File: src/fwd_consts.svh
// Constants for the firmware download handler
`ifndef FWD_CONSTS_SVH
`define FWD_CONSTS_SVH
`define FWD_OPCODE_DMA     8'h93
`define FWD_SUB_OFS_SAVE   8'h03
`define FWD_SUB_SAVE       8'h07
`define FWD_SUB_OFS_DEFER  8'h0E
`define FWD_SUB_ACTIVATE   8'h0F
`define FWD_SECTOR_SHIFT   7
`define FWD_ADDR_W         23
`define FWD_ERR_ABORT      8'h04
`define FWD_ERR_RELOAD     8'h40
`define FWD_STAT_OK        8'h50
`define FWD_STAT_ERR       8'h51
`define FWD_HDR_TOTAL_MSB  15
`define FWD_HDR_RELOAD_BIT 16
`define FWD_REG_CMD        8'h00
`define FWD_REG_OFFSET     8'h04
`define FWD_REG_COUNT      8'h08
`define FWD_REG_DATA       8'h0C
`define FWD_REG_STATUS     8'h10
`endif

File: src/fwd_pkg.sv
// Types for the firmware download handler
package fwd_pkg;
  typedef enum logic [1:0] {
    FWD_IDLE   = 2'b00,
    FWD_DATA   = 2'b01,
    FWD_VERIFY = 2'b10
  } fwd_state_t;

  typedef struct packed {
    fwd_state_t  state;
    logic        cmd_ready;
    logic        dma_ready;
    logic        done;
    logic [7:0]  err;
    logic [7:0]  stat;
    logic [7:0]  feat;
    logic [22:0] words;
    logic [22:0] waddr;
    logic [15:0] expect_ofs;
    logic [15:0] total;
    logic        reload_req;
    logic        pending;
    logic        wr_valid;
    logic [22:0] wr_addr;
    logic [31:0] wr_data;
    logic        commit;
    logic        activate;
    logic        spin_down;
    logic        discard;
  } fwd_dev_t;

  typedef struct packed {
    logic        pready;
    logic [31:0] prdata;
    logic        pslverr;
    logic        pushed;
    logic        cmd_valid;
    logic [7:0]  opcode;
    logic [7:0]  feature;
    logic [15:0] count;
    logic [15:0] offset;
    logic        dma_valid;
    logic [31:0] dma_data;
    logic        done_seen;
    logic        busy;
    logic [7:0]  err;
    logic [7:0]  stat;
  } fwd_host_t;
endpackage : fwd_pkg

File: src/fwd_if.sv
// Link between host controller and download handler
`timescale 1ns/1ps
interface fwd_if;
  // Command block
  logic        cmd_valid;
  logic        cmd_ready;
  logic [7:0]  cmd_opcode;
  logic [7:0]  cmd_feature;
  logic [7:0]  cmd_seccnt;
  logic [7:0]  cmd_secnum;
  logic [7:0]  cmd_cyl_lo;
  logic [7:0]  cmd_cyl_hi;
  // Data phase
  logic        dma_valid;
  logic        dma_ready;
  logic [31:0] dma_data;
  // Completion
  logic        done;
  logic [7:0]  err_reg;
  logic [7:0]  stat_reg;

  modport dev (input cmd_valid, cmd_opcode, cmd_feature, cmd_seccnt, cmd_secnum, cmd_cyl_lo, cmd_cyl_hi,
               output cmd_ready, input dma_valid, dma_data, output dma_ready, output done, err_reg, stat_reg);
  modport host (output cmd_valid, cmd_opcode, cmd_feature, cmd_seccnt, cmd_secnum, cmd_cyl_lo, cmd_cyl_hi,
                input cmd_ready, output dma_valid, dma_data, input dma_ready, input done, err_reg, stat_reg);
endinterface : fwd_if

File: src/fwd_dev.sv
// Device end: firmware download command handler
// Notes on behaviour
// - Opcode 93h starts the DMA download
// - Subcommands 03h, 07h, 0Eh, 0Fh; rest reserved
// - Length is sector number high, count low
// - Host sends whole sectors only
// - Cylinder registers give segment start, 512-byte units
// - Offset used only for 03h and 0Eh
// - Host starts each image at offset zero
// - Out-of-sequence offset aborts, discards received segments
// - Host sends segments ascending without gaps
// - Saving subcommands activate image at once
// - Final segment triggers verification then storage
// - Deferred subcommand stores image without activating
// - Stored image activates only on 0Fh
// - Reset before final segment discards segments
// - Reset before activation discards stored image
// - Bad subcommand or security lock sets abort
// - Failed requested reload sets reload failure
// - Spin-up disabled means spin down after reload; 0Fh activation spins down even when no reload was requested
// - Zero length means no data transferred
`timescale 1ns/1ps
`include "fwd_consts.svh"
module fwd_dev (
  // Clock and reset
  input  wire logic        pclk,
  input  wire logic        presetn,
  // Link
  fwd_if.dev               lnk,
  // Drive conditions
  input  wire logic        security_locked,
  input  wire logic        spinup_disabled,
  input  wire logic        reload_fail,
  // Image store
  output logic             img_wr_valid,
  output logic [22:0]      img_wr_addr,
  output logic [31:0]      img_wr_data,
  output logic             img_commit,
  output logic             img_discard,
  output logic             img_pending,
  // Firmware control
  output logic             fw_activate,
  output logic             spin_down
);
  fwd_pkg::fwd_dev_t cur_ff;
  fwd_pkg::fwd_dev_t nxt_cur;

  function automatic logic sub_valid(input logic [7:0] f);
    sub_valid = (f == `FWD_SUB_OFS_SAVE) || (f == `FWD_SUB_SAVE) ||
                (f == `FWD_SUB_OFS_DEFER) || (f == `FWD_SUB_ACTIVATE);
  endfunction : sub_valid

  function automatic logic [22:0] sec_to_words(input logic [15:0] s);
    sec_to_words = 23'(s) << `FWD_SECTOR_SHIFT;
  endfunction : sec_to_words

  logic [15:0] len_sec;
  logic [15:0] ofs_sec;
  logic [15:0] use_ofs;
  logic [15:0] tot;
  logic        take_cmd;
  logic        take_word;

  // Length and offset from the command block
  assign len_sec = {lnk.cmd_secnum, lnk.cmd_seccnt};
  assign ofs_sec = {lnk.cmd_cyl_hi, lnk.cmd_cyl_lo};
  // Offset ignored for single-transfer save
  assign use_ofs = (lnk.cmd_feature == `FWD_SUB_SAVE) ? 16'h0000 : ofs_sec;
  assign take_cmd = lnk.cmd_valid && cur_ff.cmd_ready;
  assign take_word = lnk.dma_valid && cur_ff.dma_ready;
  // Image header sits in the first word of offset zero
  assign tot = (cur_ff.waddr == 23'h000000) ? lnk.dma_data[`FWD_HDR_TOTAL_MSB:0] : cur_ff.total;

  always_comb begin
    nxt_cur = cur_ff;
    nxt_cur.done = 1'b0;
    nxt_cur.wr_valid = 1'b0;
    nxt_cur.commit = 1'b0;
    nxt_cur.activate = 1'b0;
    nxt_cur.spin_down = 1'b0;
    nxt_cur.discard = 1'b0;
    case (cur_ff.state)
      fwd_pkg::FWD_IDLE: begin
        nxt_cur.cmd_ready = 1'b1;
        if (take_cmd) begin
          nxt_cur.feat = lnk.cmd_feature;
          nxt_cur.err = 8'h00;
          nxt_cur.stat = `FWD_STAT_OK;
          if (lnk.cmd_opcode != `FWD_OPCODE_DMA || !sub_valid(lnk.cmd_feature) ||
              security_locked) begin
            // Wrong opcode, reserved code or lock
            nxt_cur.err = `FWD_ERR_ABORT;
            nxt_cur.stat = `FWD_STAT_ERR;
            nxt_cur.done = 1'b1;
          end else if (lnk.cmd_feature == `FWD_SUB_ACTIVATE) begin
            // Activation of a held image
            nxt_cur.done = 1'b1;
            if (cur_ff.pending) begin
              nxt_cur.pending = 1'b0;
              if (cur_ff.reload_req && reload_fail) begin
                nxt_cur.err = `FWD_ERR_RELOAD;
                nxt_cur.stat = `FWD_STAT_ERR;
              end else begin
                nxt_cur.activate = 1'b1;
                nxt_cur.spin_down = spinup_disabled;
              end
            end
          end else if (use_ofs != cur_ff.expect_ofs) begin
            // Segment out of sequence: drop all received
            nxt_cur.expect_ofs = 16'h0000;
            nxt_cur.pending = 1'b0;
            nxt_cur.discard = 1'b1;
            nxt_cur.err = `FWD_ERR_ABORT;
            nxt_cur.stat = `FWD_STAT_ERR;
            nxt_cur.done = 1'b1;
          end else if (len_sec == 16'h0000) begin
            nxt_cur.done = 1'b1;
          end else begin
            // Start the data phase
            // Last result stands until this command ends
            nxt_cur.err = cur_ff.err;
            nxt_cur.stat = cur_ff.stat;
            nxt_cur.state = fwd_pkg::FWD_DATA;
            nxt_cur.cmd_ready = 1'b0;
            nxt_cur.dma_ready = 1'b1;
            nxt_cur.words = sec_to_words(len_sec);
            nxt_cur.waddr = sec_to_words(use_ofs);
            nxt_cur.expect_ofs = use_ofs + len_sec;
            if (use_ofs == 16'h0000) begin
              nxt_cur.pending = 1'b0;
            end
          end
        end
      end
      fwd_pkg::FWD_DATA: begin
        nxt_cur.cmd_ready = 1'b0;
        if (take_word) begin
          nxt_cur.wr_valid = 1'b1;
          nxt_cur.wr_addr = cur_ff.waddr;
          nxt_cur.wr_data = lnk.dma_data;
          nxt_cur.waddr = cur_ff.waddr + 23'h000001;
          nxt_cur.words = cur_ff.words - 23'h000001;
          nxt_cur.total = tot;
          if (cur_ff.waddr == 23'h000000) begin
            nxt_cur.reload_req = lnk.dma_data[`FWD_HDR_RELOAD_BIT];
          end
          if (cur_ff.words == 23'h000001) begin
            nxt_cur.dma_ready = 1'b0;
            if (cur_ff.feat == `FWD_SUB_SAVE || cur_ff.expect_ofs >= tot) begin
              nxt_cur.state = fwd_pkg::FWD_VERIFY;
            end else begin
              nxt_cur.state = fwd_pkg::FWD_IDLE;
              nxt_cur.cmd_ready = 1'b1;
              nxt_cur.done = 1'b1;
              nxt_cur.err = 8'h00;
              nxt_cur.stat = `FWD_STAT_OK;
            end
          end
        end
      end
      fwd_pkg::FWD_VERIFY: begin
        // Verify and store the whole image
        nxt_cur.commit = 1'b1;
        nxt_cur.err = 8'h00;
        nxt_cur.stat = `FWD_STAT_OK;
        nxt_cur.expect_ofs = 16'h0000;
        nxt_cur.state = fwd_pkg::FWD_IDLE;
        nxt_cur.cmd_ready = 1'b1;
        nxt_cur.done = 1'b1;
        if (cur_ff.feat == `FWD_SUB_OFS_DEFER) begin
          nxt_cur.pending = 1'b1;
        end else if (cur_ff.reload_req && reload_fail) begin
          nxt_cur.err = `FWD_ERR_RELOAD;
          nxt_cur.stat = `FWD_STAT_ERR;
        end else begin
          nxt_cur.activate = 1'b1;
          nxt_cur.spin_down = spinup_disabled && cur_ff.reload_req;
        end
      end
      default: begin
        nxt_cur.state = fwd_pkg::FWD_IDLE;
      end
    endcase
  end

  // Reset clears received segments and held image
  always_ff @(posedge pclk or negedge presetn) begin
    if (!presetn) begin
      cur_ff <= '0;
    end else begin
      cur_ff <= nxt_cur;
    end
  end

  assign lnk.cmd_ready = cur_ff.cmd_ready;
  assign lnk.dma_ready = cur_ff.dma_ready;
  assign lnk.done = cur_ff.done;
  assign lnk.err_reg = cur_ff.err;
  assign lnk.stat_reg = cur_ff.stat;
  assign img_wr_valid = cur_ff.wr_valid;
  assign img_wr_addr = cur_ff.wr_addr;
  assign img_wr_data = cur_ff.wr_data;
  assign img_commit = cur_ff.commit;
  assign img_discard = cur_ff.discard;
  assign img_pending = cur_ff.pending;
  assign fw_activate = cur_ff.activate;
  assign spin_down = cur_ff.spin_down;
endmodule : fwd_dev

File: src/flat_wrapper.sv
// flat-port wrapper written by rule: the top's interface ports become plain ports
module fwd_dev_flat 
  (pclk, presetn, security_locked, spinup_disabled, reload_fail, img_wr_valid, img_wr_addr, img_wr_data, img_commit, img_discard, img_pending, fw_activate, spin_down, lnk_cmd_valid, lnk_cmd_opcode, lnk_cmd_feature, lnk_cmd_seccnt, lnk_cmd_secnum, lnk_cmd_cyl_lo, lnk_cmd_cyl_hi, lnk_cmd_ready, lnk_dma_valid, lnk_dma_data, lnk_dma_ready, lnk_done, lnk_err_reg, lnk_stat_reg);
  fwd_if lnk_i ();
  input  wire logic pclk;
  input  wire logic presetn;
  input  wire logic security_locked;
  input  wire logic spinup_disabled;
  input  wire logic reload_fail;
  output logic img_wr_valid;
  output logic [22:0] img_wr_addr;
  output logic [31:0] img_wr_data;
  output logic img_commit;
  output logic img_discard;
  output logic img_pending;
  output logic fw_activate;
  output logic spin_down;
  input wire logic [$bits(lnk_i.cmd_valid)-1:0] lnk_cmd_valid;
  input wire logic [$bits(lnk_i.cmd_opcode)-1:0] lnk_cmd_opcode;
  input wire logic [$bits(lnk_i.cmd_feature)-1:0] lnk_cmd_feature;
  input wire logic [$bits(lnk_i.cmd_seccnt)-1:0] lnk_cmd_seccnt;
  input wire logic [$bits(lnk_i.cmd_secnum)-1:0] lnk_cmd_secnum;
  input wire logic [$bits(lnk_i.cmd_cyl_lo)-1:0] lnk_cmd_cyl_lo;
  input wire logic [$bits(lnk_i.cmd_cyl_hi)-1:0] lnk_cmd_cyl_hi;
  output wire logic [$bits(lnk_i.cmd_ready)-1:0] lnk_cmd_ready;
  input wire logic [$bits(lnk_i.dma_valid)-1:0] lnk_dma_valid;
  input wire logic [$bits(lnk_i.dma_data)-1:0] lnk_dma_data;
  output wire logic [$bits(lnk_i.dma_ready)-1:0] lnk_dma_ready;
  output wire logic [$bits(lnk_i.done)-1:0] lnk_done;
  output wire logic [$bits(lnk_i.err_reg)-1:0] lnk_err_reg;
  output wire logic [$bits(lnk_i.stat_reg)-1:0] lnk_stat_reg;
  assign lnk_i.cmd_valid = lnk_cmd_valid;
  assign lnk_i.cmd_opcode = lnk_cmd_opcode;
  assign lnk_i.cmd_feature = lnk_cmd_feature;
  assign lnk_i.cmd_seccnt = lnk_cmd_seccnt;
  assign lnk_i.cmd_secnum = lnk_cmd_secnum;
  assign lnk_i.cmd_cyl_lo = lnk_cmd_cyl_lo;
  assign lnk_i.cmd_cyl_hi = lnk_cmd_cyl_hi;
  assign lnk_cmd_ready = lnk_i.cmd_ready;
  assign lnk_i.dma_valid = lnk_dma_valid;
  assign lnk_i.dma_data = lnk_dma_data;
  assign lnk_dma_ready = lnk_i.dma_ready;
  assign lnk_done = lnk_i.done;
  assign lnk_err_reg = lnk_i.err_reg;
  assign lnk_stat_reg = lnk_i.stat_reg;
  fwd_dev u_core (.pclk(pclk), .presetn(presetn), .lnk(lnk_i), .security_locked(security_locked), .spinup_disabled(spinup_disabled), .reload_fail(reload_fail), .img_wr_valid(img_wr_valid), .img_wr_addr(img_wr_addr), .img_wr_data(img_wr_data), .img_commit(img_commit), .img_discard(img_discard), .img_pending(img_pending), .fw_activate(fw_activate), .spin_down(spin_down));
endmodule
File: config.mk
export PLATFORM = sky130hd
export DESIGN_NAME = fwd_dev_flat
export DESIGN_NICKNAME = d
export VERILOG_FILES = /design/src/fwd_pkg.sv /design/src/fwd_if.sv /design/src/fwd_dev.sv /design/src/flat_wrapper.sv
export VERILOG_INCLUDE_DIRS = /design/src
export SDC_FILE = /design/constraint.sdc
export NUM_CORES = 1
export LEC_CHECK = 0
export ABC_AREA = 0
export BUFFER_PORTS_ARGS = -buffer_cell sky130_fd_sc_hd__buf_2
export CORE_MARGIN = 2
export CORE_UTILIZATION = 40
export CTS_CLUSTER_DIAMETER = 120
export DETAILED_ROUTE_END_ITERATION = 8
export PLACE_DENSITY_LB_ADDON = 0.08
export SETUP_SLACK_MARGIN = 0.15
export SLEW_MARGIN = 15
export SYNTH_ARGS = -nofsm -noshare
export SYNTH_HDL_FRONTEND = slang
export SYNTH_SLANG_ARGS = --single-unit
File: constraint.sdc
create_clock -name pclk -period 8.21 [get_ports pclk]
set_clock_uncertainty 0.2 [all_clocks]
set_input_delay 1.2315 -clock pclk [delete_from_list [all_inputs] [get_ports pclk]]
set_output_delay 1.2315 -clock pclk [all_outputs]
set_load 0.01 [all_outputs]
==> results.md <==
- Cells along the critical path: buf_2, nor4b_4, nand2_1, and2_1, ha_1, fa_1, a21o_1, a21o_1, nand2_1, nand3_1, a31oi_1, a21oi_1, or3_1, a32o_1
- Clk slew on worst S/H paths: 0.07 ns
- Pint: 1.25 mW
- RSZ-0062 raised after global routing: false
- Multi-input gate area: 4880 um^2
- Clk buf depth: 2
- Relative slew margins: 0.293
- # clock sinks: 157
- CP Data Required Time: 8.32 ns
- Max-cap viol count: 0
- # fillers: 2348
- P&R area growth vs syn: 12.4%
- Final Non-Filler Cells: 1490
- Cells after Synth: 1078
- Sw Share: 0.261
- Critical path peak fanout: 18
- Initial DRC Count: 428
- Clock Power Share: 0.455
- Setup TNS: 0 ns
- Sw Pwr: 0.442 mW
- Pin count of the biggest net entering global routing: 87
- Post-CTS sizing: 0
- Sequential share of power: 0.461
- Final slew viol count: 0
- Crit end category: flop
- Die extent in x: 158 um
- Placer Congestion: 0.921
- Hold Path Class: flop to flop
- Most flop-heavy register: u_core.cur_ff
- Post-synth EDFFs: 0
- PD cells: 158 nW/um^2
- Total gr overflow: 0
- Detailed-route DRC error count: 0
- Drt wl/cell: 16.9 um
- # setup viols final: 0
- Actual slew at the worst max-slew pin: 1.05 ns
- Total Wirelength: 25200 um
- Pleak: 5.24 nW
- CORE AREA: 23500 um^2
- First-pass DRT Iterations: 4
- Initial Utilization: 0.406
- Post-Synthesis Cell Area: 9540 um^2
- Yosys warns: 0
- Initial antenna violation count: 1
- Crit-path max cell delay: 0.61 ns
- Num CTS Buffers: 17
- Tmin final: 4.89 ns
- DIE AREA: 25100 um^2
- Die H: 158 um
- CTS root buf: clkbuf_16
- #FFs+latches synth: 157
- Placed insts: 1458
- Detailed placement HPWL: 17900 um
- Highest Clock Rate: a little over 200 MHz
- Peak supply drop: about 0.13 mV
- IO Pins: roughly 170
- Mean Syn Cell Area: 8.85 um^2
- CTS tree: yes
- Register Area: 3930 um^2
- Vias in the first global route: 7506
- Port Buf Inserts: 155
- Synth cell types: 65
- Post-synth ARST share: 1.00
- Ant diodes: 0
- Tcrit/Tclk final: 0.596
- Vias per inst: ~5.3
- Setup Crit Path Kind: primary input to flop
- GRT Overall Usage: 0.205
- Worst-Skew Late Latency: 0.43 ns
- Comb power frac: 0.083
- Row Count: 56
- Layout cells sized above 1: 0.200
- Data arrival, critical path: roughly 5.0 ns
- Total power: 1.69 mW
- Worst setup SP type: primary input
- Final nets: 1286
- Post-CTS Repair Setup Buffers: 0
- Top FF cell, synth: dfrtp_1
- Seq/Total Area, Yosys: 0.412
- Number of H-tree levels: 4
- Via count: between 7000 and 8000
- Hold Violations, Final: 0
- DRT antenna net count: 0
- Status: complete, no violations
- # hold bufs at CTS: 0
- Slowest stage cell on the critical path: nor4b_4
- Global-route wire length before repair: a little over 40000 um
- Max reg flops: 89
==> placed cells by master, fill, tap and decap left out, types with 11 or more instances in the layout <==
| cell type | n |
|---|---|
| mux2_2 | 21 |
| ha_1 | 39 |
| clkbuf_16 | 17 |
| nor4_1 | 11 |
| mux2i_1 | 18 |
| a21oi_1 | 45 |
| inv_1 | 19 |
| dfrtp_1 | 157 |
| and3_1 | 11 |
| nand3_1 | 43 |
| nand4_1 | 19 |
| buf_2 | 154 |
| conb_1 | 11 |
| o21ai_0 | 56 |
| a31oi_1 | 11 |
| nand2_1 | 248 |
| buf_4 | 11 |
| a22o_1 | 14 |
| and2_1 | 22 |
| nor2_1 | 44 |
| xnor2_1 | 15 |
==> cells in the mapped netlist, drive strengths merged, types with 5 or more instances <==
cell type | number | area share
o22ai | 5 | 0.0033
dfrtp | 157 | 0.41
nand4b | 8 | 0.0073
nor4 | 13 | 0.0098
mux2 | 21 | 0.025
a21oi | 45 | 0.024
o31ai | 8 | 0.0077
or2 | 5 | 0.0033
or4b | 10 | 0.010
or3 | 10 | 0.0066
nor4b | 5 | 0.0062
o32ai | 8 | 0.0073
nand3 | 44 | 0.023
o21ai | 58 | 0.030
and3 | 11 | 0.0072
o211ai | 7 | 0.0060
mux2i | 18 | 0.019
buf | 80 | 0.061
a21o | 6 | 0.0047
nor3 | 10 | 0.0052
a22o | 14 | 0.013
o21a | 10 | 0.0079
nand2 | 248 | 0.098
a22oi | 9 | 0.0071
and2 | 22 | 0.014
nor2 | 44 | 0.017
clkbuf | 35 | 0.014
xnor2 | 15 | 0.014
xor2 | 5 | 0.0046
nand4 | 19 | 0.012
nor4bb | 9 | 0.0094
nand2b | 5 | 0.0033
inv | 20 | 0.0079
a31oi | 11 | 0.0072
a21boi | 9 | 0.0071
ha | 40 | 0.052
o31a | 5 | 0.0055
==> area by class of cell <==
cell class	count	share of cell area
Clock buffer	20	0.0435
Multi-Input combinational cell	796	0.455
Timing Repair Buffer	166	0.0807
Clock inverter	12	0.00957
Inverter	20	0.00701
Tap cell	319	0.0372
Sequential cell	157	0.367
==> path summary, 6_finish.rpt <==
| check | from | endpoint | slack (ns) | cells after the start |
|---|---|---|---|---|
| setup / recovery | lnk_cmd_feature[3] | u_core.cur_ff[92] | 3.32 | 14 |
| hold / removal | u_core.img_wr_data[20] | u_core.img_wr_data[20] | 0.27 | 2 |
| setup reg to reg | u_core.cur_ff[94] | u_core.lnk.err_reg[6] | 3.61 | 16 |
| hold reg to reg | u_core.img_wr_data[20] | u_core.img_wr_data[20] | 0.27 | 2 |
| max in group asynchronous | presetn | u_core.cur_ff[118] | 5.66 | 2 |
| min in group asynchronous | presetn | u_core.img_wr_data[18] | 0.67 | 1 |
==> per-layer routing <==
metal | wire length [um] | GRT usage | vias to the layer above | part of all wire
li1 | - | - | 3897 | -
met1 | 12300 | 0.293 | 3769 | 0.49
met2 | 11200 | 0.324 | 212 | 0.45
met3 | 1260 | 0.0310 | 21 | 0.050
met4 | 320 | 0.0583 | 2 | 0.013
met5 | 10 | 0 | - | 0.00040
==> through the flow <==
step                      hold WS, ns   util  instance area [um^2]  setup WS (ns)
after global placement          0.254  0.432                 10100           2.96
final                           0.270  0.457                 10700           3.32
after global routing            0.288  0.457                 10700           3.01
after floorplan                 0.246      -                  9580           3.69
after CTS                       0.275  0.457                 10700           3.37
after detailed placement        0.257  0.432                 10100           2.92
==> cells by family after synthesis <==
logic type / after synthesis / synth area share
adder cells (fa/ha/maj): 41 / 0.0546
AO/OA/AOI/OAI: 210 / 0.144
flip-flops: 157 / 0.412
multiplexers: 39 / 0.0437
XOR/XNOR: 20 / 0.0184
AND/OR/NAND/NOR: 475 / 0.244
buffers and inverters: 135 / 0.0830
other: 1 / 0.000393
==> power groups by stage <==
stage | Combinational [mW] | Clock [mW] | Sequential (mW)
after floorplan | 0.0751 | 0 | 0.796
after global placement | 0.142 | 0 | 0.796
after detailed placement | 0.141 | 0 | 0.796
after CTS | 0.142 | 0.791 | 0.781
after global routing | 0.158 | 0.821 | 0.782
final | 0.141 | 0.771 | 0.782
==> critical path, delay by kind of cell <==
kind,cells,cell delay [ns]
compound gates,5,1.00
fa+ha+maj,2,0.61
simple gates,6,2.01
buf+inv,1,0.14
Power figures use the tool's default switching activity.
